--- src/pkg/charger_evt_pkg.sv ---
// constants, register map and carriers for the charger event flag block
// assumes one 125 MHz clock and a serial port engine that decodes registers
package charger_evt_pkg;

    // register map, byte addresses of the serial management port
    localparam logic [7:0] FLAGS0_ADDR = 8'h22;
    localparam logic [7:0] FLAGS1_ADDR = 8'h23;
    localparam logic [7:0] FLAGS2_ADDR = 8'h24;
    localparam logic [7:0] FLAGS3_ADDR = 8'h25;
    localparam logic [7:0] FAULT0_ADDR = 8'h26;
    localparam logic [7:0] FAULT1_ADDR = 8'h27;
    localparam logic [7:0] MASK0_ADDR  = 8'h28;
    localparam logic [7:0] MASK1_ADDR  = 8'h29;
    localparam int         NUM_FLAG_REGS = 6;

    // reset values and implemented bits
    localparam logic [7:0] FLAG_RESET  = 8'h00;
    localparam logic [7:0] MASK_RESET  = 8'h00;
    localparam logic [7:0] MASK0_VALID = 8'hff;
    localparam logic [7:0] MASK1_VALID = 8'hd7;

    // bit positions inside the registers
    localparam int DL_DONE_BIT  = 6;
    localparam int ADC_DONE_BIT = 5;
    localparam int PG_BIT       = 3;
    localparam int IIN_BIT      = 7;

    // interrupt pulse width
    localparam int CLK_MHZ       = 125;
    localparam int INT_PULSE_US  = 256;
    localparam int INT_PULSE_CYC = INT_PULSE_US * CLK_MHZ;

    // register request from the serial port engine
    typedef struct packed {
        logic       rd;
        logic       wr;
        logic [7:0] addr;
        logic [7:0] wdata;
    } reg_req_s;

    // status levels from the analog and state blocks
    typedef struct packed {
        logic       iin_fwd;
        logic       iin_rev;
        logic       vin_fwd;
        logic       vin_rev;
        logic       wd_expired;
        logic       weak_source;
        logic       power_good_state;
        logic       input_two_present;
        logic       input_one_present;
        logic       bus_present;
        logic [2:0] charge_state;
        logic [1:0] optimizer_state;
        logic [3:0] source_type;
        logic       thermal_reg;
        logic       battery_present;
        logic       charger_detect_done;
        logic       dataline_busy;
        logic       adc_done;
        logic       adc_one_shot;
        logic       min_system_reg;
        logic       fast_timer_exp;
        logic       trickle_timer_exp;
        logic       precharge_timer_exp;
        logic       topoff_timer_exp;
        logic       battery_low_reverse;
        logic       ts_cold;
        logic       ts_cool;
        logic       ts_warm;
        logic       ts_hot;
        logic       discharge_reg;
        logic       bus_ov;
        logic       battery_ov;
        logic       bus_oc;
        logic       discharge_oc;
        logic       converter_oc;
        logic       input_two_ov;
        logic       input_one_ov;
        logic       system_short;
        logic       system_ov;
        logic       reverse_ov;
        logic       reverse_uv;
        logic       thermal_shutdown;
    } status_s;

endpackage

--- src/core/charger_event_flag_mask_logic.sv ---
// event capture, read-to-clear flags, charger masks and interrupt pulse
// assumes status levels arrive asynchronously and registers come from
// the serial port engine on the same clock as this block
module charger_event_flag_mask_logic #(
    parameter int unsigned PULSE_CYCLES = charger_evt_pkg::INT_PULSE_CYC
) (
    // clock and reset
    input  wire logic                      clk,
    input  wire logic                      rst,
    input  wire logic                      reg_reset,
    // register access
    input  wire charger_evt_pkg::reg_req_s reg_req,
    output logic [7:0]                     reg_rdata,
    // status levels, asynchronous
    input  wire charger_evt_pkg::status_s  status_in,
    // blocks for flags 2, 3 and fault flags, from masks held elsewhere
    input  wire logic [31:0]               aux_irq_block,
    // interrupt pin
    output logic                           interrupt_out_low
);

    localparam int SW = $bits(charger_evt_pkg::status_s);
    localparam int CW = $clog2(PULSE_CYCLES + 1);
    localparam int NUM_REGS = charger_evt_pkg::NUM_FLAG_REGS;

    logic [SW-1:0]           meta_q;
    logic [SW-1:0]           sync_q;
    logic [SW-1:0]           prev_q;
    logic [2:0]              arm_q;
    logic                    armed;
    charger_evt_pkg::status_s s;
    charger_evt_pkg::status_s r;
    charger_evt_pkg::status_s c;
    charger_evt_pkg::status_s f;
    logic [7:0]              set_v  [NUM_REGS];
    logic [7:0]              flag_q [NUM_REGS];
    logic [7:0]              blk_v  [NUM_REGS];
    logic [NUM_REGS-1:0]     rd_hit;
    logic [NUM_REGS-1:0]     new_g;
    logic [7:0]              mask0_q;
    logic [7:0]              mask1_q;
    logic                    irq_new;
    logic [CW-1:0]           cnt_q;
    logic [CW-1:0]           cnt_d;

    // two flops before any logic; multi-bit codes may flag a change twice
    // when bits skew, which only costs the host an extra read
    always_ff @(posedge clk) begin
        if (rst) begin
            meta_q <= '0;
            sync_q <= '0;
            prev_q <= '0;
        end else begin
            meta_q <= status_in;
            sync_q <= meta_q;
            prev_q <= sync_q;
        end
    end

    // edges are ignored until prev holds a real sample, so a status
    // already high at reset release raises no false event
    always_ff @(posedge clk) begin
        if (rst) begin
            arm_q <= 3'h0;
        end else begin
            arm_q <= {arm_q[1:0], 1'b1};
        end
    end

    assign armed = arm_q[2];
    assign s     = charger_evt_pkg::status_s'(sync_q);
    assign r     = charger_evt_pkg::status_s'(sync_q & ~prev_q);
    assign c     = charger_evt_pkg::status_s'(sync_q ^ prev_q);
    assign f     = charger_evt_pkg::status_s'(~sync_q & prev_q);

    always_comb begin
        set_v[0] = {r.iin_fwd | r.iin_rev,
                    r.vin_fwd | r.vin_rev,
                    r.wd_expired,
                    r.weak_source,
                    c.power_good_state,
                    c.input_two_present,
                    c.input_one_present,
                    c.bus_present};
        set_v[1] = {|c.charge_state,
                    |c.optimizer_state,
                    1'b0,
                    |c.source_type,
                    1'b0,
                    r.thermal_reg,
                    c.battery_present,
                    c.charger_detect_done};
        set_v[2] = {1'b0,
                    f.dataline_busy,
                    r.adc_done & s.adc_one_shot,
                    c.min_system_reg,
                    r.fast_timer_exp,
                    r.trickle_timer_exp,
                    r.precharge_timer_exp,
                    r.topoff_timer_exp};
        set_v[3] = {3'h0,
                    r.battery_low_reverse,
                    c.ts_cold,
                    c.ts_cool,
                    c.ts_warm,
                    c.ts_hot};
        set_v[4] = {c.discharge_reg,
                    r.bus_ov,
                    r.battery_ov,
                    r.bus_oc,
                    r.discharge_oc,
                    r.converter_oc,
                    r.input_two_ov,
                    r.input_one_ov};
        set_v[5] = {r.system_short,
                    r.system_ov,
                    r.reverse_ov,
                    r.reverse_uv,
                    1'b0,
                    r.thermal_shutdown,
                    2'h0};
        for (int i = 0; i < NUM_REGS; i++) begin
            if (!armed) begin
                set_v[i] = 8'h00;
            end
        end
    end

    // charger masks steer the pin; the other groups are masked elsewhere
    always_comb begin
        blk_v[0] = mask0_q;
        blk_v[1] = mask1_q;
        blk_v[2] = aux_irq_block[31:24];
        blk_v[3] = aux_irq_block[23:16];
        blk_v[4] = aux_irq_block[15:8];
        blk_v[5] = aux_irq_block[7:0];
    end

    generate
        for (genvar g = 0; g < NUM_REGS; g++) begin : flag_regs
            assign rd_hit[g] = reg_req.rd &&
                (reg_req.addr == charger_evt_pkg::FLAGS0_ADDR + 8'(g));
            assign new_g[g]  = |(set_v[g] & ~flag_q[g] & ~blk_v[g]);

            // set wins over the read clear in the same cycle
            always_ff @(posedge clk) begin
                if (rst || reg_reset) begin
                    flag_q[g] <= charger_evt_pkg::FLAG_RESET;
                end else if (g == 2 && s.dataline_busy) begin
                    flag_q[g] <= (flag_q[g] & ~{rd_hit[g] ? 8'hff : 8'h00}
                                 | set_v[g])
                                 & ~(8'h01 << charger_evt_pkg::DL_DONE_BIT);
                end else begin
                    flag_q[g] <= (flag_q[g] & ~{8{rd_hit[g]}})
                                 | set_v[g];
                end
            end

        end
    endgenerate

    always_ff @(posedge clk) begin
        if (rst || reg_reset) begin
            mask0_q <= charger_evt_pkg::MASK_RESET;
            mask1_q <= charger_evt_pkg::MASK_RESET;
        end else if (reg_req.wr) begin
            if (reg_req.addr == charger_evt_pkg::MASK0_ADDR) begin
                mask0_q <= reg_req.wdata & charger_evt_pkg::MASK0_VALID;
            end
            if (reg_req.addr == charger_evt_pkg::MASK1_ADDR) begin
                mask1_q <= reg_req.wdata & charger_evt_pkg::MASK1_VALID;
            end
        end
    end

    // read data returns the value captured before the clear
    always_ff @(posedge clk) begin
        if (rst) begin
            reg_rdata <= 8'h00;
        end else if (reg_req.rd) begin
            case (reg_req.addr)
                charger_evt_pkg::FLAGS0_ADDR: reg_rdata <= flag_q[0];
                charger_evt_pkg::FLAGS1_ADDR: reg_rdata <= flag_q[1];
                charger_evt_pkg::FLAGS2_ADDR: reg_rdata <= flag_q[2];
                charger_evt_pkg::FLAGS3_ADDR: reg_rdata <= flag_q[3];
                charger_evt_pkg::FAULT0_ADDR: reg_rdata <= flag_q[4];
                charger_evt_pkg::FAULT1_ADDR: reg_rdata <= flag_q[5];
                charger_evt_pkg::MASK0_ADDR:  reg_rdata <= mask0_q;
                charger_evt_pkg::MASK1_ADDR:  reg_rdata <= mask1_q;
                default:                      reg_rdata <= 8'h00;
            endcase
        end
    end

    // a flag already set raises no second pulse until the host reads it
    assign irq_new = |new_g;

    // every new event restarts the full width, so a burst keeps the pin low
    // until one width after its last event; reg_reset lets a pulse run out
    always_comb begin
        cnt_d = cnt_q;
        if (irq_new) begin
            cnt_d = CW'(PULSE_CYCLES);
        end else if (cnt_q != '0) begin
            cnt_d = cnt_q - CW'(1);
        end
    end

    always_ff @(posedge clk) begin
        if (rst) begin
            cnt_q             <= '0;
            interrupt_out_low <= 1'b1;
        end else begin
            cnt_q             <= cnt_d;
            interrupt_out_low <= (cnt_d == '0);
        end
    end
endmodule

--- config.mk ---
export PLATFORM = sky130hd
export DESIGN_NAME = charger_event_flag_mask_logic
export DESIGN_NICKNAME = d
export VERILOG_FILES = /design/src/pkg/charger_evt_pkg.sv /design/src/core/charger_event_flag_mask_logic.sv
export SDC_FILE = /design/constraint.sdc
export NUM_CORES = 1
export LEC_CHECK = 0
export ABC_AREA = 1
export ABC_CLOCK_PERIOD_IN_PS = 4400
export BUFFER_PORTS_ARGS = -buffer_cell sky130_fd_sc_hd__buf_2
export CAP_MARGIN = 40
export CORE_ASPECT_RATIO = 1.1
export CORE_MARGIN = 3
export CORE_UTILIZATION = 60
export DETAILED_ROUTE_END_ITERATION = 10
export PLACE_DENSITY = 0.82
export REMOVE_ABC_BUFFERS = 1
export SLEW_MARGIN = 20
export SYNTH_ARGS = -nofsm -noshare
export SYNTH_HDL_FRONTEND = slang
export SYNTH_SLANG_ARGS = --single-unit
--- constraint.sdc ---
create_clock -name clk -period 4.4 [get_ports clk]
set_input_delay 0.22 -clock clk [delete_from_list [all_inputs] [get_ports clk]]
set_output_delay 0.22 -clock clk [all_outputs]
set_load 0.005 [all_outputs]
**Word level (Yosys, flattened, before mapping)**

Memories as Yosys holds them, arrays and structs flattened.
Index checks and enable logic that the tools add are counted.
W data, S select, Z words.

- Add/sub/neg operators: 1
- Equality and inequality tests: 8
- Muxes and demuxes: 27
- Bitwise operators: 60
- Reductions and logical operators: 15

Operators by type and width:

| operator | count |
|---|---|
| $and A8 B8 Y8 | 19 |
| $not A8 Y8 | 19 |
| $mux W8 | 12 |
| $eq A8 B6 Y1 const B | 8 |
| $pmux W8 S8 | 1 |
| $or A8 B8 Y8 | 7 |
| $and A48 B48 Y48 | 1 |
| $not A48 Y48 | 1 |
| $reduce_or A48 Y1 | 1 |
| $xor A42 B42 Y42 | 1 |
| $mux W15 | 2 |
| $and A26 B26 Y26 | 1 |
| $not A26 Y26 | 1 |
| $logic_not A15 Y1 | 1 |
| $reduce_bool A15 Y1 | 1 |
| $sub A15 B1 Y15 const B | 1 |
| $mux W1 | 10 |
| $or A1 B1 Y1 | 9 |
| $mux W7 | 1 |
| $logic_and A1 B1 Y1 | 6 |
| $mux W5 | 1 |
| $reduce_and A2 Y1 | 2 |
| $reduce_or A4 Y1 | 1 |
| $reduce_or A3 Y1 | 1 |
| 3 further kinds | 3 |

- Bits in registers: 185
- Memory bits (writable): 48
- Input port bits: 101
- Logic and storage cells: 122
- Memories: 1

Memory list:

| name | words | bits a word | read ports | clocked after memory_dff | write ports | line | text |
|---|---|---|---|---|---|---|---|
| flag_q | 6 | 8 | 6 | 0 | 6 | charger_event_flag_mask_logic.sv:36 | `logic [7:0] flag_q [NUM_REGS];` |

**Longest topological paths before layout**

- Depth after elaboration: 9
- Depth in mapped cells: 15

**Least setup slack after synthesis**

Ideal clock, no wire load.

- Path type: register to register
- Start: register cnt_q[0]
- End: register interrupt_out_low
- Library setup time: 63 ps
- Data arrival time: 1572 ps
- Setup slack: 2765 ps
- Stages on the path, launching flop included: 14
- Buffers on the path: 1
- Period minus slack after synthesis: 1635 ps
- Cells stage by stage: dfxtp_1 inv_1 ha_1 nand2_1 nor2_1 nand2_1 buf_2 nand2_1 nand2_1 nor2_1 nand3_1 nor2_1 nand3_1 nand2_1

- Cells in the longest elaborated chain, start to end: 4
- Elaborated cells between the ends (all ways): 5
- Classes of those cells: add/sub (1); mux (2); reduce/logical (2)

Ends and longest elaborated chain:

| element | line | text |
|---|---|---|
| start, declared | charger_event_flag_mask_logic.sv:43 | `logic [CW-1:0] cnt_q;` |
| start signal, assigned | charger_event_flag_mask_logic.sv:214 | `cnt_q <= cnt_d;` |
| $sub A15 B1 Y15 or $reduce_bool A15 Y1 (tied branches) | charger_event_flag_mask_logic.sv:205, charger_event_flag_mask_logic.sv:204 |  |
| $mux W15 * | charger_event_flag_mask_logic.sv:204 | `end else if (cnt_q != '0) begin` |
| $mux W15 * | charger_event_flag_mask_logic.sv:202 | `if (irq_new) begin` |
| $logic_not A15 Y1 * | charger_event_flag_mask_logic.sv:215 | `interrupt_out_low <= (cnt_d == '0);` |
| end signal, assigned | charger_event_flag_mask_logic.sv:215 |  |
| end, declared | charger_event_flag_mask_logic.sv:19 | `output logic interrupt_out_low` |

Mark *: on every way between the ends. The rest lies on a longest branch, timed or not.
A chain may end at the register's enable or synchronous reset.

**Final worst setup path**

- Start: register arm_q[2]
- End: register cnt_q[6]

- Cells in the longest elaborated chain, start to end: 5
- Elaborated cells between the ends (all ways): 20
- Classes of those cells: mux (7); bitwise (12); reduce/logical (1)

Ends and longest elaborated chain:

| element | line | text |
|---|---|---|
| start, declared | charger_event_flag_mask_logic.sv:29 | `logic [2:0] arm_q;` |
| start signal, assigned | charger_event_flag_mask_logic.sv:66 | `arm_q <= {arm_q[1:0], 1'b1};` |
| $mux W8, or another cell as far along | charger_event_flag_mask_logic.sv:123 | `if (!armed) begin` |
| $and A8 B8 Y8 (2 in series) | charger_event_flag_mask_logic.sv:143 | `assign new_g[g] = \|(set_v[g] & ~flag_q[g] & ~blk_v[g]);` |
| $reduce_or A48 Y1 * | charger_event_flag_mask_logic.sv:196 | `assign irq_new = \|new_g;` |
| $mux W15 * | charger_event_flag_mask_logic.sv:202 |  |

Marked as above.

==> results.cfg <==
[floorplanning]
start_util_pct = 62.3
rows = 46
die_h_um = 135
fp.dieArea_um2 = 16700
die_w_um = 123
io_pins = 110
core_um2 = 14600

[timing]
period_minus_slack_ns = 2.49
rsz0062_at_grt = no
final_max_slew_viol_count = 0
tns_ns = 0
fmax_mhz = 402
post-route-period-util_pct = 56.6
setup_violations = 0
worst_slew_pin_slew_ns = 0.718
hold_violations = 0
clock_skew_ns = 0.0157
slew_headroom_pct = 52.1

[synth]
yosys_register_bits = 232
synth_area_um2 = 9110
yosys_most_used_dff = dfxtp_1
avgSynthCellArea_um2 = 7.17
async_flop_share_pct = 0
ys_seq_area_share_pct = 51.9
synth_cells = 1271
yosysWarningCount = 0
yosysUniqueCellTypes = 36
synth_edf_count = 8

[clock_tree]
post_cts_resized = 0
cts.clk_slew.worst_paths_ns = 0.06
clk_latency_ns = 0.52
clock-sinks = 232
cts_buffers = 23
htree_num_levels = 1
cts_tree = yes
cts_setup_buffers = 0
clockBufferDepth = 3
root_buffer = clkbuf_16

[layout]
final_util_pct = 75.8
area_delta_synth_final_pct = 21.6
final_cell_mix = nor2_1, nand2_1, inv_1, dfxtp_1, buf_2
nets = 1527
layout-drive-gt1-share_pct = 11.4
final_common_cell = nor2_1

[worst_setup_path]
cp_num_buf_inv = 2
cp-end-kind = flip-flop
cp_common_cell = nor2_1
max_stage_delay_ns = 0.43
required_ns = 4.84
critical_path_arrival_ns = 2.93
crit_fanout = 38
path_cells = buf_4 > clkinv_2 > nor2_1 > nand2_1 > nor2_1 > nor2_1 > nand2_1 > nor2_1 > nand3_1 > nor2_2 > nand2_1 > nor2_1
worst_setup_path_start_kind = flip-flop
cp_top_family = simple AND/OR/NAND/NOR gates
slowest_stage = dfxtp_2
critical_path_class = flip-flop to flip-flop
timing.reg2reg.setup_slack_ns = 1.91

[global_routing]
grt_pass1_vias = 7643
antenna_found_initial = 1
grt_max_degree = 75
grt_pass1_wl_um = 34600
overflow = 0
grt_usage_pct = 25.9

[route]
dr.pass1.iters = 5
drc = 0
drt_iter0_markers = 505
wirelength_um = 21700
antenna_left = 0
viasPerCell = 4.96
vias = 8114
wl_per_cell_um = 13.3

[power_and_ir_drop]
p_clk_share_pct = 40.8
p_leak_uw = 0.00537
powerDensity_nw_per_um2 = 455
p_int_uw = 3760
vdd_drop_max_v = 0.000295
p_switching_uw = 1290
p_sw_share_pct = 25.5
seqPwrFrac_pct = 45.4
p_comb_share_pct = 13.9

[worst_hold_path]
hp-class = input pin to flip-flop

[run]
max_cap_violations = 0

[placement]
io_buffer_count = 102
dpl.hpwl_um = 14400
place_congestion = 0.918

[run_status]
status = complete, no violations
==> logic make-up after synthesis <==
group                      share of synthesized area (%)
AOI/OAI and AO/OA                                   5.93
buffers and inverters                               12.2
DFF                                                 51.9
xor gates and xnor gates                            1.25
and+or+nand+nor                                     28.6
other                                             0.0412
adders and majority gates                          0.137
==> power groups by stage <==
stage	clock network [uW]	registers [uW]	logic [uW]
after floorplan	0	2320	477
after global placement	0	2330	631
after detailed placement	0	2330	649
after CTS	2080	2290	689
after global routing	2170	2300	797
final	2060	2290	699
==> state kept, by name (all words and copies together) (netlist names), 3 cells and up <==
name	count
arm_q	3
cnt_q	15
flag_q	48
mask0_q	8
mask1_q	6
meta_q	48
prev_q	47
reg_rdata	8
s	48
==> cell type report <==
class / instances / area (um^2)
inverters: 248 / 932
fillers: 1100 / 3540
clock buffers: 36 / 694
repair buffers: 158 / 1070
multi-input cells: 762 / 3300
diodes: 1 / 2.50
clock inverters: 6 / 109
well taps: 192 / 240
flip-flops and latches: 232 / 4730
==> routing by layer <==
metal / global-route usage (%) / wire [um] / up-vias
li1: - / - / 4112
met1: 31.3 / 8900 / 3657
met2: 45.2 / 10600 / 278
met3: 4.05 / 1310 / 67
met4: 11.4 / 840 / 0
met5: 0 / 0 / -
==> synthesized netlist by cell type, types with 3 or more instances <==
| master | instances | area share [%] |
|---|---|---|
| xor2_1 | 7 | 0.67 |
| o21ai_0 | 21 | 1.2 |
| nor2_1 | 279 | 11 |
| inv_1 | 242 | 10 |
| or2_2 | 11 | 0.76 |
| nand3b_1 | 4 | 0.33 |
| dfxtp_1 | 224 | 49 |
| buf_2 | 3 | 0.16 |
| nand4_1 | 24 | 1.6 |
| nand2_1 | 252 | 10 |
| buf_6 | 5 | 0.62 |
| a21oi_1 | 71 | 3.9 |
| clkbuf_1 | 27 | 1.1 |
| clkinv_1 | 4 | 0.16 |
| o22ai_1 | 4 | 0.27 |
| edfxtp_1 | 8 | 2.6 |
| xnor2_1 | 6 | 0.58 |
| nor2_2 | 5 | 0.34 |
| nor3_1 | 6 | 0.33 |
| nand3_1 | 50 | 2.7 |
==> worst min-delay path, cell delays in order <==
cell	delay, ns
buf_2	0.12
nor2_1	0.10
a211oi_1	0.05
==> metrics by stage <==
step / instance area (um^2) / cells / setup slack (ns) / hold slack, ns / total power (uW)
global route: 11100 / 1635 / 1.72 / 0.0227 / 5260
detailed placement: 9740 / 1540 / 2.00 / 0.385 / 2980
global placement: 9740 / 1540 / 2.05 / 0.384 / 2960
CTS: 11100 / 1633 / 1.95 / 0.0107 / 5050
floorplan: 8960 / 1242 / 2.07 / 0.289 / 2790
finish: 11100 / 1635 / 1.91 / 0.0169 / 5040
==> repair_timing <==
| item | in CTS | in global routing |
|---|---|---|
| endpoints found under the setup margin | 0 | 0 |
| endpoints found under the hold margin | 51 | 0 |
| hold buffers | 51 | 0 |
==> path summary, 6_finish.rpt <==
kind / start / to / depth (start not counted)
max: arm_q[2] / cnt_q[6] / 12
min: reg_req[0] / mask0_q[0] / 3
max reg2reg: arm_q[2] / cnt_q[6] / 12
min reg2reg: meta_q[34] / s[34] / 2
Note: power is estimated with default switching activity, not from simulation.
